==> config.mk <==
export PLATFORM = sky130hd
export DESIGN_NAME = scs_top
export DESIGN_NICKNAME = d
export VERILOG_FILES = /design/src/rtl/scs_pkg.sv /design/src/rtl/scs_top.sv
export SDC_FILE = /design/constraint.sdc
export NUM_CORES = 1
export LEC_CHECK = 0
export BUFFER_PORTS_ARGS = -buffer_cell sky130_fd_sc_hd__buf_4
export CAP_MARGIN = 10
export CORE_MARGIN = 2
export CORE_UTILIZATION = 36
export CTS_CLUSTER_SIZE = 12
export DETAILED_ROUTE_END_ITERATION = 10
export GPL_ROUTABILITY_DRIVEN = 0
export PLACE_DENSITY = 0.75
export RECOVER_POWER = 25
export SLEW_MARGIN = 20
export SYNTH_ARGS = -nofsm -noshare
export SYNTH_HDL_FRONTEND = slang
export SYNTH_SLANG_ARGS = --single-unit
==> constraint.sdc <==
create_clock -name pclk -period 1.2 [get_ports pclk]
set_clock_uncertainty 0.15 [all_clocks]
set_input_delay 0.06 -clock pclk [delete_from_list [all_inputs] [get_ports pclk]]
set_output_delay 0.06 -clock pclk [all_outputs]
set_load 0.02 [all_outputs]
==> src/rtl/scs_pkg.sv <==
// Package: register map, field positions and reset values for the slow clock source select block
package scs_pkg;
   localparam logic [7:0] SCS_OFF_CLK_EN = 8'h08;
   localparam logic [7:0] SCS_OFF_PIN_DOM = 8'h18;
   localparam int SCS_BIT_XSEL = 0;
   localparam int SCS_BIT_EXT_EN = 1;
   localparam int SCS_BIT_INT_EN = 2;
   localparam int SCS_BIT_EMUL = 3;
   localparam int SCS_BIT_SW_DIS = 4;
   localparam int SCS_BIT_REF_SEL = 5;
   localparam int SCS_CLK_EN_W = 6;
   localparam logic [5:0] SCS_CLK_EN_RST = 6'h00;
   localparam logic [5:0] SCS_CLK_EN_BOOT = 6'h04;
   localparam int SCS_BIT_BGO_DOM = 1;
   localparam int SCS_BIT_BCO_DOM = 0;
   localparam logic [1:0] SCS_PIN_DOM_RST = 2'h3;
   typedef enum logic [2:0] {
      SCS_SRC_OFF = 3'b000,
      SCS_SRC_INT = 3'b001,
      SCS_SRC_XTAL = 3'b010,
      SCS_SRC_SE = 3'b011,
      SCS_SRC_SW = 3'b100
   } scs_src_t;
endpackage : scs_pkg

==> src/rtl/scs_top.sv <==
// Slow clock source select and pin power-domain select with APB registers
//
// The implementer's own choice: register access over APB.
`timescale 1ns/100ps
`default_nettype none
module scs_top
   import scs_pkg::*;
(
   input wire logic pclk,
   input wire logic presetn,
   input wire logic psel,
   input wire logic penable,
   input wire logic pwrite,
   input wire logic [7:0] paddr,
   input wire logic [31:0] pwdata,
   output logic [31:0] prdata,
   output logic pready,
   output logic pslverr,
   input wire logic boot_exception,
   input wire logic main_power_rail,
   input wire logic ext_clock_good,
   input wire logic int_osc_clk,
   input wire logic crystal_clk,
   input wire logic crystal_output_pin,
   input wire logic gpio_general_output,
   input wire logic battery_general_output,
   input wire logic battery_control_output,
   output logic slow_clk,
   output logic slow_clk_enabled,
   output logic int_osc_run,
   output logic crystal_osc_run,
   output logic ref_sel_switched,
   output logic [2:0] clk_source,
   output logic bgo_pin_out,
   output logic bgo_pin_oe,
   output logic bco_pin_out,
   output logic bco_pin_oe
);
   logic [5:0] clk_en_ff;
   logic [1:0] pin_dom_ff;
   logic [2:0] rail_sync_ff;
   logic [2:0] good_sync_ff;
   logic rail_on_ff;
   logic good_ff;
   logic [2:0] boot_sync_ff;
   logic boot_ff;
   logic [31:0] nxt_prdata;
   scs_src_t src;
   logic xsel, ext_en, int_en, emul, sw_dis;
   logic wr_acc, rd_acc, hit_clk, hit_pin;
   logic int_gate;

   assign xsel = clk_en_ff[SCS_BIT_XSEL];
   assign ext_en = clk_en_ff[SCS_BIT_EXT_EN];
   assign int_en = clk_en_ff[SCS_BIT_INT_EN];
   assign emul = clk_en_ff[SCS_BIT_EMUL];
   assign sw_dis = clk_en_ff[SCS_BIT_SW_DIS];

   assign hit_clk = (paddr == SCS_OFF_CLK_EN);
   assign hit_pin = (paddr == SCS_OFF_PIN_DOM);
   assign wr_acc = psel && penable && pwrite;
   assign rd_acc = psel && !penable && !pwrite;
   // Zero wait states; unmapped addresses answer with an error
   assign pready = 1'b1;
   assign pslverr = psel && penable && !(hit_clk || hit_pin);

   // Async inputs pass three stages; a change counts once stages two and three agree
   always_ff @(posedge pclk or negedge presetn) begin
      if (!presetn) begin
         rail_sync_ff <= 3'h0;
         good_sync_ff <= 3'h0;
         boot_sync_ff <= 3'h0;
         rail_on_ff <= 1'b0;
         good_ff <= 1'b0;
         boot_ff <= 1'b0;
      end else begin
         rail_sync_ff <= {rail_sync_ff[1:0], main_power_rail};
         good_sync_ff <= {good_sync_ff[1:0], ext_clock_good};
         boot_sync_ff <= {boot_sync_ff[1:0], boot_exception};
         if (rail_sync_ff[1] == rail_sync_ff[2]) rail_on_ff <= rail_sync_ff[2];
         if (good_sync_ff[1] == good_sync_ff[2]) good_ff <= good_sync_ff[2];
         if (boot_sync_ff[1] == boot_sync_ff[2]) boot_ff <= boot_sync_ff[2];
      end
   end

   // Boot rewrite has priority over a software write in the same cycle
   always_ff @(posedge pclk or negedge presetn) begin
      if (!presetn) begin
         clk_en_ff <= SCS_CLK_EN_RST;
      end else if (boot_ff) begin
         clk_en_ff <= SCS_CLK_EN_BOOT;
      end else if (wr_acc && hit_clk) begin
         clk_en_ff <= pwdata[SCS_CLK_EN_W-1:0];
      end
   end

   always_ff @(posedge pclk or negedge presetn) begin
      if (!presetn) begin
         pin_dom_ff <= SCS_PIN_DOM_RST;
      end else if (wr_acc && hit_pin) begin
         pin_dom_ff <= pwdata[1:0];
      end
   end

   always_comb begin
      nxt_prdata = 32'h0;
      if (hit_clk) nxt_prdata[SCS_CLK_EN_W-1:0] = clk_en_ff;
      if (hit_pin) nxt_prdata[1:0] = pin_dom_ff;
   end

   always_ff @(posedge pclk or negedge presetn) begin
      if (!presetn) prdata <= 32'h0;
      else if (rd_acc) prdata <= nxt_prdata;
   end

   // Source selection table
   always_comb begin
      src = SCS_SRC_OFF;
      if (ext_en && !xsel) src = SCS_SRC_XTAL;
      else if (ext_en && xsel && (!int_en || sw_dis)) src = SCS_SRC_SE;
      else if (ext_en && xsel) src = SCS_SRC_SW;
      else if (int_en) src = SCS_SRC_INT;
   end

   // Internal clock survives rail-off only while battery emulation (emul) is clear
   assign int_gate = rail_on_ff || !emul;

   always_comb begin
      case (src)
         SCS_SRC_INT: begin
            slow_clk = int_osc_clk && int_gate;
            slow_clk_enabled = int_gate;
         end
         SCS_SRC_XTAL: begin
            slow_clk = crystal_clk;
            slow_clk_enabled = 1'b1;
         end
         SCS_SRC_SE: begin
            slow_clk = crystal_output_pin;
            slow_clk_enabled = 1'b1;
         end
         SCS_SRC_SW: begin
            // Switching only acts while the rail is on; fall back on a dead external clock
            if (rail_on_ff && good_ff) begin
               slow_clk = crystal_output_pin;
               slow_clk_enabled = 1'b1;
            end else begin
               slow_clk = int_osc_clk && int_gate;
               slow_clk_enabled = int_gate;
            end
         end
         default: begin
            slow_clk = 1'b0;
            slow_clk_enabled = 1'b0;
         end
      endcase
   end

   assign clk_source = src;
   assign int_osc_run = int_en && int_gate;
   assign crystal_osc_run = ext_en && !xsel;
   assign ref_sel_switched = clk_en_ff[SCS_BIT_REF_SEL];

   // Pin power domains; main-rail mode tristates the pin while the rail is down
   assign bgo_pin_out = pin_dom_ff[SCS_BIT_BGO_DOM] ? battery_general_output
                                                    : gpio_general_output;
   assign bgo_pin_oe = pin_dom_ff[SCS_BIT_BGO_DOM] || rail_on_ff;
   assign bco_pin_out = pin_dom_ff[SCS_BIT_BCO_DOM] ? battery_control_output
                                                    : gpio_general_output;
   assign bco_pin_oe = pin_dom_ff[SCS_BIT_BCO_DOM] || rail_on_ff;
endmodule : scs_top
`default_nettype wire

==> results.json <==
{
  "path_class": "reg -> out",
  "synth-edff-count": 0,
  "worst_pin_slew_ns": 0.638,
  "portBuffers": 46,
  "min_period_over_period_pct": 140,
  "wl_per_cell_um": 12.4,
  "p_per_area_nw_per_um2": 841,
  "cts_root_buf": "clkbuf_8",
  "violations": "setup timing",
  "endpoint_kind": "primary output",
  "die-area_um2": 4300,
  "io_pins": 100,
  "crit_required_ns": 0.99,
  "grt_first_pass_wirelength_um": 5240,
  "synth.top_cell.area_share_pct": 44.0,
  "grt_antenna_before_repair": 0,
  "cts_sinks": 26,
  "leakagePower_nw": 1.05,
  "row_count": 22,
  "ys_seq_area_share_pct": 47.8,
  "multiInputGateArea_um2": 677,
  "htree_num_levels": 1,
  "first_global_vias": 1171,
  "p_int_mw": 1.37,
  "netSwitchingFraction_pct": 25.2,
  "die_h_um": 65.6,
  "worst_ep_arrival_time_ns": 1.47,
  "fillers": 321,
  "final_nets": 269,
  "grt_usage_pct": 15.7,
  "synth.top_cells.by_area": "dfrtp_1, buf_4, dfstp_2, nand2_1, o21ai_0",
  "start_util_pct": 37.3,
  "worstSetupStartpointType": "register",
  "post-place-ws_ns": -0.254,
  "rsz0062_at_grt": "true",
  "power_frac_comb_pct": 19.4,
  "ir_worst_vdd_v": 0.000389,
  "area_growth_pct": 59.2,
  "total_power_mw": 1.83,
  "slew_headroom_pct": 57.4,
  "synth.cell_area_um2": 1370,
  "syn_inst": 135,
  "cts_tree": "yes",
  "clk_pin_slew_ns": 0.09,
  "insertion_delay_ns": 0.26,
  "seqCellArea_um2": 654,
  "path_max_fanout": 2,
  "synth.yosys.warnings": 0,
  "fmax_ghz": 0.596,
  "yosysUniqueCellTypes": 32,
  "whs_ns": 0.0373,
  "drtPass1Iterations": 4,
  "ys.flop_type": "dfrtp_1",
  "clock_power_share_pct": 30.0,
  "core_area_um2": 3660,
  "hpwl_um": 2160,
  "cts.path.max_buffers": 2,
  "synth_area_leader_cell": "dfrtp_1",
  "ys_ff_latch": 26,
  "avgSynthCellArea_um2": 10.1,
  "vias": 1141,
  "status": "finished, violations left",
  "setup_ws_ns": -0.477,
  "wl_um": 3250,
  "switching_power_mw": 0.460,
  "grt-ovfl-total": 0,
  "finalSetupViolCount": 14,
  "drt_iter0_drc": 31,
  "cap_violations": 0,
  "finalHoldViolations": 0,
  "ant_nets": 0,
  "min_period_ns": 1.68,
  "drv_slew": 0,
  "min_path_type": "in -> reg",
  "vias_per_cell": 4.35,
  "numCtsBuffers": 3,
  "die_w_um": 65.6,
  "drive_gt1_share_pct": 47.2,
  "grt_max_degree": 27,
  "drc_errors": 0,
  "antenna_cells": 0,
  "synthArstFlopShare_pct": 100,
  "seq_power_share_pct": 50.6
}
-- worst max-delay path, cell delays in order (launching register included) --
cell and delay [ns]:
dfrtp_1 0.38, and2b_2 0.24, nand2_2 0.06, a211o_1 0.26
a31oi_4 0.14, buf_6 0.13
-- cell families (layout without fill, tap and decap cells) --
| kind of cell | after synthesis | after routing | synth area share (%) |
|---|---|---|---|
| other | 2 | 27 | 0.550 |
| adders and majority gates | 3 | 3 | 2.20 |
| DFF | 26 | 26 | 47.8 |
| muxes | 7 | 7 | 5.49 |
| buffers and inverters | 35 | 89 | 17.1 |
| and+or+nand+nor | 43 | 43 | 18.9 |
| AOI/OAI and AO/OA | 19 | 19 | 7.97 |
-- sequential cells by signal, summed over array words and instances (netlist names) --
signal	count
prdata	6
clk_en_ff	6
rail_on_ff	1
pin_dom_ff	2
good_ff	1
rail_sync_ff	3
good_sync_ff	3
boot_sync_ff	3
boot_ff	1
-- placed cells by master, fill, tap and decap left out, types with 2 or more instances in the layout --
master	instances
buf_4	47
a21oi_1	3
dfstp_2	2
nand2_1	13
or2_4	3
nor2_1	2
nand2_2	2
dlygate4sd3_1	10
buf_6	22
and3_4	2
clkbuf_8	4
o21ai_0	9
nand2b_1	5
mux2_4	4
conb_1	27
maj3_1	3
inv_1	4
nand3b_1	5
dfrtp_1	23
mux2i_1	2
-- power by group through the flow --
stage | Clock, mW | Combinational, mW | Sequential [mW]
2_1_floorplan | 0 | 0.228 | 0.933
3_3_place_gp | 0 | 0.287 | 0.941
3_5_place_dp | 0 | 0.292 | 0.941
4_1_cts | 0.579 | 0.345 | 0.925
5_1_grt | 0.615 | 0.381 | 0.931
6_report | 0.549 | 0.354 | 0.925
-- path summary, 6_finish.rpt --
path	cells past startpoint	slack, ns	startpoint	to
max	5	-0.48	clk_en_ff[4]	slow_clk
min	3	0.04	paddr[4]	prdata[1]
max reg2reg	4	0	clk_en_ff[0]	prdata[0]
min reg2reg	0	0.20	boot_sync_ff[0]	boot_sync_ff[1]
max in group asynchronous	2	0.25	presetn	clk_en_ff[1]
min in group asynchronous	2	0.19	presetn	prdata[5]
-- through the flow --
stage / utilization (%) / std cells / setup TNS (ns) / cell area (um^2)
after floorplan: - / 160 / -0.355 / 1480
after global placement: 48.7 / 238 / -2.03 / 1780
after detailed placement: 48.7 / 238 / -2.33 / 1780
after CTS: 57.7 / 260 / -3.31 / 2110
after global routing: 59.4 / 262 / -4.29 / 2170
final: 59.4 / 262 / -3.49 / 2170
-- per-layer routing --
| metal | wire length [um] | up-vias | track usage [%] |
|---|---|---|---|
| li1 | - | 552 | - |
| met1 | 1280 | 542 | 19.0 |
| met2 | 1760 | 43 | 29.2 |
| met3 | 178 | 4 | 1.88 |
| met4 | 32 | 0 | 4.43 |
| met5 | 0 | - | 0 |
-- cell usage after synthesis (2+ instances only) --
master and count:
dfstp_2 2, o31ai_1 2, maj3_1 3, dfrtp_1 24
nor2_1 3, mux2i_1 3, buf_4 27, inv_1 4
nor3_1 2, o21ai_0 9, nand2_1 14, conb_1 2
nand2b_1 5, and3_1 2, nand3b_1 5, a21oi_1 4
mux2_2 4, or2_2 3, and3_2 2, clkbuf_1 3
-- cell type report --
cell class	count	share of cell area, %
flip-flops and latches	26	30.1
inverters	4	0.690
well taps	48	2.76
repair buffers	81	32.8
clock buffers	4	2.53
multi-input cells	99	31.1
-- timing repair --
item / CTS / global route
hold buffers: 10 / 0
pin swaps: 8 / 9
endpoints found under the hold margin: 37 / 0
endpoints found under the setup margin: 13 / 17
gates resized for setup: 29 / 14
buffers inserted: 9 / 3
Note: power is estimated with default switching activity, not from simulation.
